**src/design/adcsm_pkg.sv**
```systemverilog
// ====================================================================
// Shared constants of the converter serial interface
package adcsm_pkg;

  // Result width and counter widths
  localparam int unsigned RES_BITS     = 18;
  localparam int unsigned BITCNT_W     = 5;
  localparam int unsigned CONVCNT_W    = 8;

  // Internal conversion time, independent of the serial clock
  localparam int unsigned CLK_PERIOD_NS = 25;
  localparam int unsigned CONV_TIME_NS  = 500;
  localparam int unsigned CONV_CYC      = (CONV_TIME_NS + CLK_PERIOD_NS - 1) / CLK_PERIOD_NS;

  // Register byte offsets
  localparam logic [7:0] REG_CTRL     = 8'h00;
  localparam logic [7:0] REG_RESULT   = 8'h04;
  localparam logic [7:0] REG_STATUS   = 8'h08;
  localparam logic [7:0] REG_IRQ_STAT = 8'h0c;
  localparam logic [7:0] REG_IRQ_MASK = 8'h10;

  // Control fields and reset values
  localparam int unsigned CTRL_EN_BIT  = 0;
  localparam logic        CTRL_EN_RST  = 1'b1;

  // Status fields
  localparam int unsigned ST_PHASE_LSB = 0;
  localparam int unsigned ST_CHAIN_BIT = 2;
  localparam int unsigned ST_BUSY_BIT  = 3;
  localparam int unsigned ST_CBUSY_BIT = 4;

  // Interrupt events
  localparam int unsigned IRQ_W        = 3;
  localparam int unsigned IRQ_START    = 0;
  localparam int unsigned IRQ_DONE     = 1;
  localparam int unsigned IRQ_READ     = 2;
  localparam logic [2:0]  IRQ_MASK_RST = 3'h0;

  // Phases of one conversion and readout
  typedef enum logic [1:0] {
    PH_IDLE,
    PH_CONV,
    PH_HOLD,
    PH_SHIFT
  } adcsm_phase_e;

endpackage

```
**src/design/adcsm_top.sv**
```systemverilog
// Function
// - Select mode works three-wire with only start line, clock and data output.
// - Select mode works four-wire; chain/select input gates readback independently.
// - Start line rising edge samples chain/select: high select mode, low chain mode.
// - Chain/select tied to the start line always yields chain mode.
// - Chain mode shifts chain/select input through, like one long shift register.
// - An optional start bit ahead of the result acts as busy indicator.
// - Select mode busy indicator enabled if start or select input low at conversion end.
// - Chain mode busy indicator enabled only if serial clock high at start edge.
// - Conversion is timed by the internal clock, serial clock not needed.
// - Start rising edge begins conversion, output released; conversion always completes (here a new start edge restarts it).
// - Without busy, MSB at select, later bits on falls, release after 18th fall.
// - Select mode with busy, output driven low at completion, then MSB first, 19th fall ends.
//
// Decided for this implementation: the register offsets and register access over Wishbone.
`timescale 1ns/10ps

module adcsm_top #(
  parameter int unsigned RES_W = adcsm_pkg::RES_BITS
) (
  input  wire logic        clk_i,
  input  wire logic        reset_n_i,
  // Wishbone classic slave
  input  wire logic        wb_cyc_i,
  input  wire logic        wb_stb_i,
  input  wire logic        wb_we_i,
  input  wire logic [7:0]  wb_adr_i,
  input  wire logic [3:0]  wb_sel_i,
  input  wire logic [31:0] wb_dat_i,
  output logic      [31:0] wb_dat_o,
  output logic             wb_ack_o,
  output logic             irq_o,
  // Converter pins
  input  wire logic        convert_start_line_i,
  input  wire logic        chain_select_input_i,
  input  wire logic        serial_clock_i,
  output logic             serial_result_output_o,
  output logic             serial_result_oe_n_o
);

  // ==================================================================
  // Elaboration checks
  // Shift register and bit counter are sized for at most 30 result bits
  if (RES_W < 2 || RES_W > 30) begin : g_bad_width
    $error("adcsm_top: RES_W must lie between 2 and 30");
  end
  if (adcsm_pkg::CONV_CYC < 1 || adcsm_pkg::CONV_CYC > 255) begin : g_bad_conv
    $error("adcsm_top: conversion count does not fit its counter");
  end

  // ==================================================================
  // State
  typedef struct packed {
    logic                                 cnv_s1;
    logic                                 cnv_s2;
    logic                                 cnv_s3;
    logic                                 sdi_s1;
    logic                                 sdi_s2;
    logic                                 sdi_s3;
    logic                                 sck_s1;
    logic                                 sck_s2;
    logic                                 sck_s3;
    adcsm_pkg::adcsm_phase_e              phase;
    logic                                 chain_mode;
    logic                                 busy_en;
    logic                                 chain_busy;
    logic [adcsm_pkg::CONVCNT_W-1:0]      conv_cnt;
    logic [adcsm_pkg::BITCNT_W-1:0]       bit_cnt;
    logic [RES_W:0]                       shreg;
    logic                                 sdi_cap;
    logic                                 serial_result_output;
    logic                                 sdo_oe_n;
    logic                                 ctrl_en;
    logic [RES_W-1:0]                     result;
    logic [adcsm_pkg::IRQ_W-1:0]          irq_stat;
    logic [adcsm_pkg::IRQ_W-1:0]          irq_mask;
    logic                                 ack;
    logic [31:0]                          rdata;
    logic                                 irq;
  } adcsm_state_s;

  localparam logic [adcsm_pkg::CONVCNT_W-1:0] CONV_LOAD =
    adcsm_pkg::CONVCNT_W'(adcsm_pkg::CONV_CYC - 1);
  localparam logic [adcsm_pkg::BITCNT_W-1:0]  LEN_PLAIN =
    adcsm_pkg::BITCNT_W'(RES_W);
  localparam logic [adcsm_pkg::BITCNT_W-1:0]  LEN_BUSY  =
    adcsm_pkg::BITCNT_W'(RES_W + 1);

  adcsm_state_s q;
  adcsm_state_s d;

  // ==================================================================
  // Edge detection on synchronised pins (second stage onward only)
  logic cnv_rise;
  logic sck_rise;
  logic sck_fall;
  logic sel_active;
  logic bus_hit;
  logic bus_wr;
  logic [31:0] wmask;
  logic [adcsm_pkg::IRQ_W-1:0] ev;
  logic [RES_W:0] shifted;

  assign cnv_rise   = q.cnv_s2 & ~q.cnv_s3;
  assign sck_rise   = q.sck_s2 & ~q.sck_s3;
  assign sck_fall   = ~q.sck_s2 & q.sck_s3;
  // Readback selected: start line low (3-wire) or select input low (4-wire)
  assign sel_active = ~q.cnv_s2 | ~q.sdi_s2;
  assign bus_hit    = wb_cyc_i & wb_stb_i & ~q.ack;
  assign bus_wr     = bus_hit & wb_we_i;
  assign wmask      = {{8{wb_sel_i[3]}}, {8{wb_sel_i[2]}}, {8{wb_sel_i[1]}}, {8{wb_sel_i[0]}}};
  // Chain mode feeds the upstream bit in; select mode pads with zero
  // Chain without start bit skips the pad slot so upstream data follows the LSB directly
  assign shifted    = (q.chain_mode & ~q.busy_en) ? {q.shreg[RES_W-1:1], q.sdi_cap, 1'b0}
                                                  : {q.shreg[RES_W-1:0], q.chain_mode & q.sdi_cap};

  // ==================================================================
  // Next-state logic
  always_comb begin
    d  = q;
    ev = '0;

    // Two-flop synchronisers, third stage kept for edge detection and the pre-edge select sample
    d.cnv_s1 = convert_start_line_i;
    d.cnv_s2 = q.cnv_s1;
    d.cnv_s3 = q.cnv_s2;
    d.sdi_s1 = chain_select_input_i;
    d.sdi_s2 = q.sdi_s1;
    d.sdi_s3 = q.sdi_s2;
    d.sck_s1 = serial_clock_i;
    d.sck_s2 = q.sck_s1;
    d.sck_s3 = q.sck_s2;

    // Upstream bit is caught on the rising clock, shifted on the falling
    if (sck_rise) begin
      d.sdi_cap = q.sdi_s2;
    end

    case (q.phase)
      adcsm_pkg::PH_CONV: begin
        if (q.conv_cnt == '0) begin
          ev[adcsm_pkg::IRQ_DONE] = 1'b1;
          if (q.chain_mode) begin
            // Start bit high ahead of the code when busy was requested
            d.busy_en  = q.chain_busy;
            d.shreg    = q.chain_busy ? {1'b1, q.result} : {q.result, 1'b0};
            d.bit_cnt  = q.chain_busy ? LEN_BUSY : LEN_PLAIN;
            d.serial_result_output      = q.chain_busy ? 1'b1 : q.result[RES_W-1];
            d.sdo_oe_n = 1'b0;
            d.phase    = adcsm_pkg::PH_SHIFT;
          end else if (sel_active) begin
            // Busy: leave high impedance and drive the low start bit
            d.busy_en  = 1'b1;
            d.shreg    = {1'b0, q.result};
            d.bit_cnt  = LEN_BUSY;
            d.serial_result_output      = 1'b0;
            d.sdo_oe_n = 1'b0;
            d.phase    = adcsm_pkg::PH_SHIFT;
          end else begin
            // No busy: code waits until readback is selected
            d.busy_en  = 1'b0;
            d.shreg    = {q.result, 1'b0};
            d.bit_cnt  = LEN_PLAIN;
            d.phase    = adcsm_pkg::PH_HOLD;
          end
        end else begin
          d.conv_cnt = q.conv_cnt - 1'b1;
        end
      end
      adcsm_pkg::PH_HOLD: begin
        // MSB appears as soon as the host selects readback
        if (sel_active) begin
          d.serial_result_output      = q.shreg[RES_W];
          d.sdo_oe_n = 1'b0;
          d.phase    = adcsm_pkg::PH_SHIFT;
        end
      end
      adcsm_pkg::PH_SHIFT: begin
        if (!q.chain_mode && !sel_active) begin
          // Deselect ends the transfer early
          d.sdo_oe_n = 1'b1;
          d.serial_result_output      = 1'b0;
          d.phase    = adcsm_pkg::PH_IDLE;
        end else if (sck_fall) begin
          d.shreg = shifted;
          d.serial_result_output   = shifted[RES_W];
          if (q.bit_cnt != '0) begin
            d.bit_cnt = q.bit_cnt - 1'b1;
          end
          if (q.bit_cnt == 5'h01) begin
            ev[adcsm_pkg::IRQ_READ] = 1'b1;
            // Select mode releases after the last counted fall; chain keeps passing data
            if (!q.chain_mode) begin
              d.sdo_oe_n = 1'b1;
              d.serial_result_output      = 1'b0;
              d.phase    = adcsm_pkg::PH_IDLE;
            end
          end
        end
      end
      adcsm_pkg::PH_IDLE: begin
        d.phase = adcsm_pkg::PH_IDLE;
      end
      default: begin
        d.phase = adcsm_pkg::PH_IDLE;
      end
    endcase

    // Start edge wins over everything: new conversion, output released
    if (cnv_rise && q.ctrl_en) begin
      // Select input taken from before the edge, so a tied pair reads low
      d.chain_mode = ~q.sdi_s3;
      d.chain_busy = q.sck_s2;
      d.busy_en    = 1'b0;
      d.conv_cnt   = CONV_LOAD;
      d.sdo_oe_n   = 1'b1;
      d.serial_result_output        = 1'b0;
      d.phase      = adcsm_pkg::PH_CONV;
      ev[adcsm_pkg::IRQ_START] = 1'b1;
    end

    // Register writes; byte lanes honoured
    if (bus_wr) begin
      case (wb_adr_i)
        adcsm_pkg::REG_CTRL: begin
          if (wb_sel_i[0]) begin
            d.ctrl_en = wb_dat_i[adcsm_pkg::CTRL_EN_BIT];
          end
        end
        adcsm_pkg::REG_RESULT: begin
          d.result = RES_W'((32'(q.result) & ~wmask) | (wb_dat_i & wmask));
        end
        adcsm_pkg::REG_IRQ_STAT: begin
          if (wb_sel_i[0]) begin
            d.irq_stat = q.irq_stat & ~wb_dat_i[adcsm_pkg::IRQ_W-1:0];
          end
        end
        adcsm_pkg::REG_IRQ_MASK: begin
          if (wb_sel_i[0]) begin
            d.irq_mask = wb_dat_i[adcsm_pkg::IRQ_W-1:0];
          end
        end
        default: begin
          d.ctrl_en = q.ctrl_en;
        end
      endcase
    end

    // Events set after the clear so a same-cycle event is never lost
    d.irq_stat = d.irq_stat | ev;
    d.irq      = |(d.irq_stat & d.irq_mask);

    // Single-wait-state answer; unmapped reads return zero
    d.ack = bus_hit;
    if (bus_hit && !wb_we_i) begin
      case (wb_adr_i)
        adcsm_pkg::REG_CTRL: begin
          d.rdata = 32'(q.ctrl_en);
        end
        adcsm_pkg::REG_RESULT: begin
          d.rdata = 32'(q.result);
        end
        adcsm_pkg::REG_STATUS: begin
          d.rdata = '0;
          d.rdata[adcsm_pkg::ST_PHASE_LSB +: 2] = q.phase;
          d.rdata[adcsm_pkg::ST_CHAIN_BIT]      = q.chain_mode;
          d.rdata[adcsm_pkg::ST_BUSY_BIT]       = q.busy_en;
          d.rdata[adcsm_pkg::ST_CBUSY_BIT]      = q.chain_busy;
        end
        adcsm_pkg::REG_IRQ_STAT: begin
          d.rdata = 32'(q.irq_stat);
        end
        adcsm_pkg::REG_IRQ_MASK: begin
          d.rdata = 32'(q.irq_mask);
        end
        default: begin
          d.rdata = '0;
        end
      endcase
    end
  end

  // ==================================================================
  // State register
  // Reset takes constants only; output released, no conversion pending
  always_ff @(posedge clk_i or negedge reset_n_i) begin
    if (!reset_n_i) begin
      q          <= '0;
      q.phase    <= adcsm_pkg::PH_IDLE;
      q.sdo_oe_n <= 1'b1;
      q.ctrl_en  <= adcsm_pkg::CTRL_EN_RST;
      q.irq_mask <= adcsm_pkg::IRQ_MASK_RST;
    end else begin
      q <= d;
    end
  end

  // ==================================================================
  // Outputs, all from flip-flops
  assign wb_dat_o               = q.rdata;
  assign wb_ack_o               = q.ack;
  assign irq_o                  = q.irq;
  assign serial_result_output_o = q.serial_result_output;
  assign serial_result_oe_n_o   = q.sdo_oe_n;

endmodule

```
**config.mk**
```make
export PLATFORM = sky130hd
export DESIGN_NAME = adcsm_top
export DESIGN_NICKNAME = d
export VERILOG_FILES = /design/src/design/adcsm_pkg.sv /design/src/design/adcsm_top.sv
export SDC_FILE = /design/constraint.sdc
export NUM_CORES = 1
export LEC_CHECK = 0
export BUFFER_PORTS_ARGS = -buffer_cell sky130_fd_sc_hd__buf_2
export CORE_MARGIN = 8
export CORE_UTILIZATION = 50
export DETAILED_ROUTE_END_ITERATION = 10
export GPL_ROUTABILITY_DRIVEN = 0
export PLACE_DENSITY = 0.73
export RECOVER_POWER = 100
export SLEW_MARGIN = 20
export SYNTH_ARGS = -nofsm -noshare
export SYNTH_HDL_FRONTEND = slang
export SYNTH_SLANG_ARGS = --single-unit
```
**constraint.sdc**
```tcl
create_clock -name clk_i -period 2.65 [get_ports clk_i]
set_input_delay 0.3975 -clock clk_i [delete_from_list [all_inputs] [get_ports clk_i]]
set_output_delay 0.3975 -clock clk_i [all_outputs]
set_load 0.01 [all_outputs]
```
==> summary by stage <==
Status
The flow ran to the end, and the final reports show no timing, DRC or antenna violations.

CTS
The H-tree generated during clock tree synthesis spans 3 levels. The count of instances resized after the clock tree is built is 0. Counting every sink on the clock net gives 94. The root buffer selected by CTS is clkbuf_8. Buffers added to address setup during post-CTS repair amount to 0. In this run the deepest clock path goes through 2 buffers. The number of clock buffers inserted by TritonCTS is 9. The total of hold buffers inserted after clock tree synthesis is 0. The clock slew seen by the registers of the worst setup and hold paths is 0.09 ns. TritonCTS built the clock tree.

The clock latency reported for the late side of the worst-skew pair is around 0.38 ns.

GRT
Global routing consumed, on the met3 layer, under 10% of the routing resources. The via count of the first global-routing pass came to approximately 3500. The global routing met2 resource utilization is about a quarter.

The global-route layer with the greatest usage is met2. The initial antenna violation count is 0. Entering global routing, the biggest net connects 54 pins. The total routing resource utilization after global routing is around 16%. The first global-routing pass estimated about 17 mm of wire. After global routing the overflow that remains totals 0. In the global route stage, met1 resource usage came out at between 20% and 30%.

Cells and area
The repair_antennas step left the layout with diodes totalling 0. The multi-input combinational cells in the finished layout cover a total of around 2100 sq um. The proportion of layout cells with a drive suffix above 1 is 20.3%. After filler insertion, the fill cell instance count of the layout stands at 860.

For this run, the share of the core covered by cells in the final layout is 55.3%. The area of all sequential standard cells is between 2000 and 2500 sq um. The area added between synthesis and finish is 6.93%. After the last flow step, the layout net total stands at roughly 560.

The design area is between 5000 and 6000 sq um.

Floorplan
In this run the vertical extent of the chip is 114 um. During I/O placement, the number of pins put on the boundary was 88. The initial utilization of the core area, before any placement, comes to 51.7%. The full die area is 13000 sq um. In this run the core area contains 35 standard-cell rows. The core area is 9280 sq um. From left edge to right edge, the die measures around 110 um.

Power and ir drop
Dividing total power by cell area gives a power density of around 720 nW/um^2. For this design the static power due to leakage is 2.42 nW. The clock network burns 24.0% of the power. The worst-case IR drop observed on VDD is around 0.38 mV.

Of the total power, combinational logic draws 27.7%. The internal power of the cells totals ~2.4 mW. Summed over all nets, the switching power comes to around 1.3 mW. The sequential power share is slightly below 50%. Of the total power, the share spent switching nets is about 36%. Power comes to roughly 3.7 mW.

Synth
The Yosys step of the flow raised 0 warnings. The mean instance size in the synthesized netlist is roughly 10 sq um. The async set-reset flop share out of synthesis is 100%. The netlist area before placement is approximately 4800 sq um.

After technology mapping, the gate count stands at 464. The count of flip-flops with a built-in enable after synthesis is 0. The share of the yosys chip area belonging to registers is about half. In this run, synthesis produced a sequential element count of 94. The number of unique standard cell types used by synthesis is between 50 and 60. The commonest register cell after synthesis is dfrtp_1.

Worst setup path
The worst setup path is launched from a flop. Along the worst path, the maximum fanout reaches 8. The worst setup path is of the reg2reg kind. The startpoint identified for the worst register-to-register timing path is q[86].

The data required time at the worst endpoint is between 2 and 3 ns. STA classifies the critical path endpoint as a flop. The data arrival time at the worst-slack endpoint is about 2.7 ns.

The critical path launch point is q[86].

Routing
After detailed routing, the average wire length per cell comes to about 15 um. The final routed DRC violation total is 0. The number of detailed-routing iterations run before antenna repair is 4.

Summing over every cut layer, the via total after detailed routing is about 3400. After detailed routing, the number of vias per cell comes to about 5.4. The violation count after the first detailed-route iteration is about 240. The count of nets left with antenna violations once routing finished came out at 0.

The routed design has ~10 mm of wire.

STA
The final sum of negative setup slack is 0 ns. Setup repair after global routing left no endpoint under its margin. The worst pin sits at a relative slew slack of 14.9%. The clock skew is about 0.025 ns. Of the available clock period, the critical path in the final layout requires 92.2%. For this run, the top clock speed supported by timing is between 0.4 and 0.5 GHz. The number of hold violations in the final report was 0. The number of pins with negative max-slew slack in the final report was 0. The shortest clock period the worst path allows after layout is 2.44 ns. Setup violations remaining at the end of the flow were counted as 0. For the pin with the worst max-slew slack, the measured transition is 1.28 ns.

Worst hold path
The launch instance of the worst min-delay path is chain_select_input_i. In this run the worst hold path is classified as in2reg.

Place
The instance area at placement is 5040 sq um. The count of input and output buffers is 58. The half-perimeter wire length after placement is between 7 and 8 mm.

Job
The tool flagged a number of max-cap violations equal to 0.
-- cell families (layout without fill, tap and decap cells) --
logic type               after synthesis  after routing  synth area share, %
AO/OA/AOI/OAI                         68             68                 9.10
XOR/XNOR                               6              6                 1.09
adder cells (fa/ha/maj)                7              7                 1.82
buffers and inverters                 65             95                 7.95
flip-flops                            94             94                 49.1
multiplexers                          59             59                 13.6
other                                  1             14               0.0781
AND/OR/NAND/NOR                      164            164                 17.3
-- routing by layer --
layer | vias to the layer above | routed length (um)
li1 | 1654 | -
met5 | - | 0
met1 | 1690 | 4370
met2 | 81 | 4820
met3 | 7 | 587
met4 | 0 | 71
-- per-stage QoR --
step	hold slack, ns	instances	setup WS, ns
after floorplan	0.102	477	0.389
after global placement	0.339	620	0.218
after detailed placement	0.336	620	0.189
after CTS	0.0858	636	0.207
after global routing	0.125	636	0.0739
final	0.146	636	0.207
-- worst max-delay path, stage by stage (launching register included) --
cell and delay [ns]:
dfrtp_1 0.42, inv_1 0.12, ha_1 0.17, or3b_2 0.49
o21ai_4 0.28, o311ai_1 0.26, or4_1 0.51, o21ai_0 0.10
-- placed cells by master (no fill, tap or decap), types with 5 or more instances in the layout --
cell,synthesis,layout
dfrtp_1,92,92
clkbuf_8,0,9
nand2_1,66,66
ha_1,7,7
nor3_1,5,5
clkbuf_1,13,23
xor2_1,5,5
mux2_2,40,37
mux2i_1,18,18
buf_2,2,37
nor4_1,4,5
nand3b_1,7,7
nor2_1,27,27
a21oi_1,9,9
or4_1,4,5
nand3_1,22,22
conb_1,1,14
or3_1,4,5
inv_1,14,14
o21ai_0,30,29
nand4_1,4,5
-- worst paths after layout --
path	endpoint	slack (ns)	cells past startpoint
worst max-delay path	q[84]	0.21	7
max in group asynchronous	async pin	0.70	2
worst min register to register	d[102]	0.35	0
worst min-delay path	d[103]	0.15	1
worst max register to register	q[84]	0.21	7
min in group asynchronous	wb_dat_o[14]	0.29	1
-- power by group through the flow --
| stage | sequential [mW] | combinational (mW) | clock (mW) |
|---|---|---|---|
| 2_1_floorplan | 1.76 | 0.812 | 0 |
| 3_3_place_gp | 1.79 | 1.00 | 0 |
| 3_5_place_dp | 1.81 | 1.04 | 0 |
| 4_1_cts | 1.78 | 1.04 | 0.903 |
| 5_1_grt | 1.81 | 1.15 | 0.963 |
| 6_report | 1.78 | 1.02 | 0.885 |
-- synthesized netlist by cell type (5+ instances only) --
| cell | instances | share of area [%] |
|---|---|---|
| clkbuf_1 | 13 | 1.0 |
| buf_4 | 32 | 5.0 |
| mux2i_1 | 18 | 3.8 |
| nand3_1 | 22 | 2.3 |
| nand3b_1 | 7 | 1.1 |
| dfrtp_1 | 92 | 48 |
| a21oi_1 | 9 | 0.94 |
| xor2_1 | 5 | 0.91 |
| o21ai_0 | 30 | 3.1 |
| mux2_2 | 40 | 9.4 |
| nor3_1 | 5 | 0.52 |
| inv_1 | 14 | 1.1 |
| nand2_1 | 66 | 5.2 |
| nor2_1 | 27 | 2.1 |
| ha_1 | 7 | 1.8 |
-- area by class of cell --
cell class | count | area share [%]
flip-flops and latches | 94 | 45.9
clock inverters | 7 | 1.12
clock buffers | 9 | 2.41
repair buffers | 65 | 5.88
well taps | 129 | 3.14
multi-input cells | 318 | 40.5
inverters | 14 | 1.02
(Power assumes the default switching activity.)
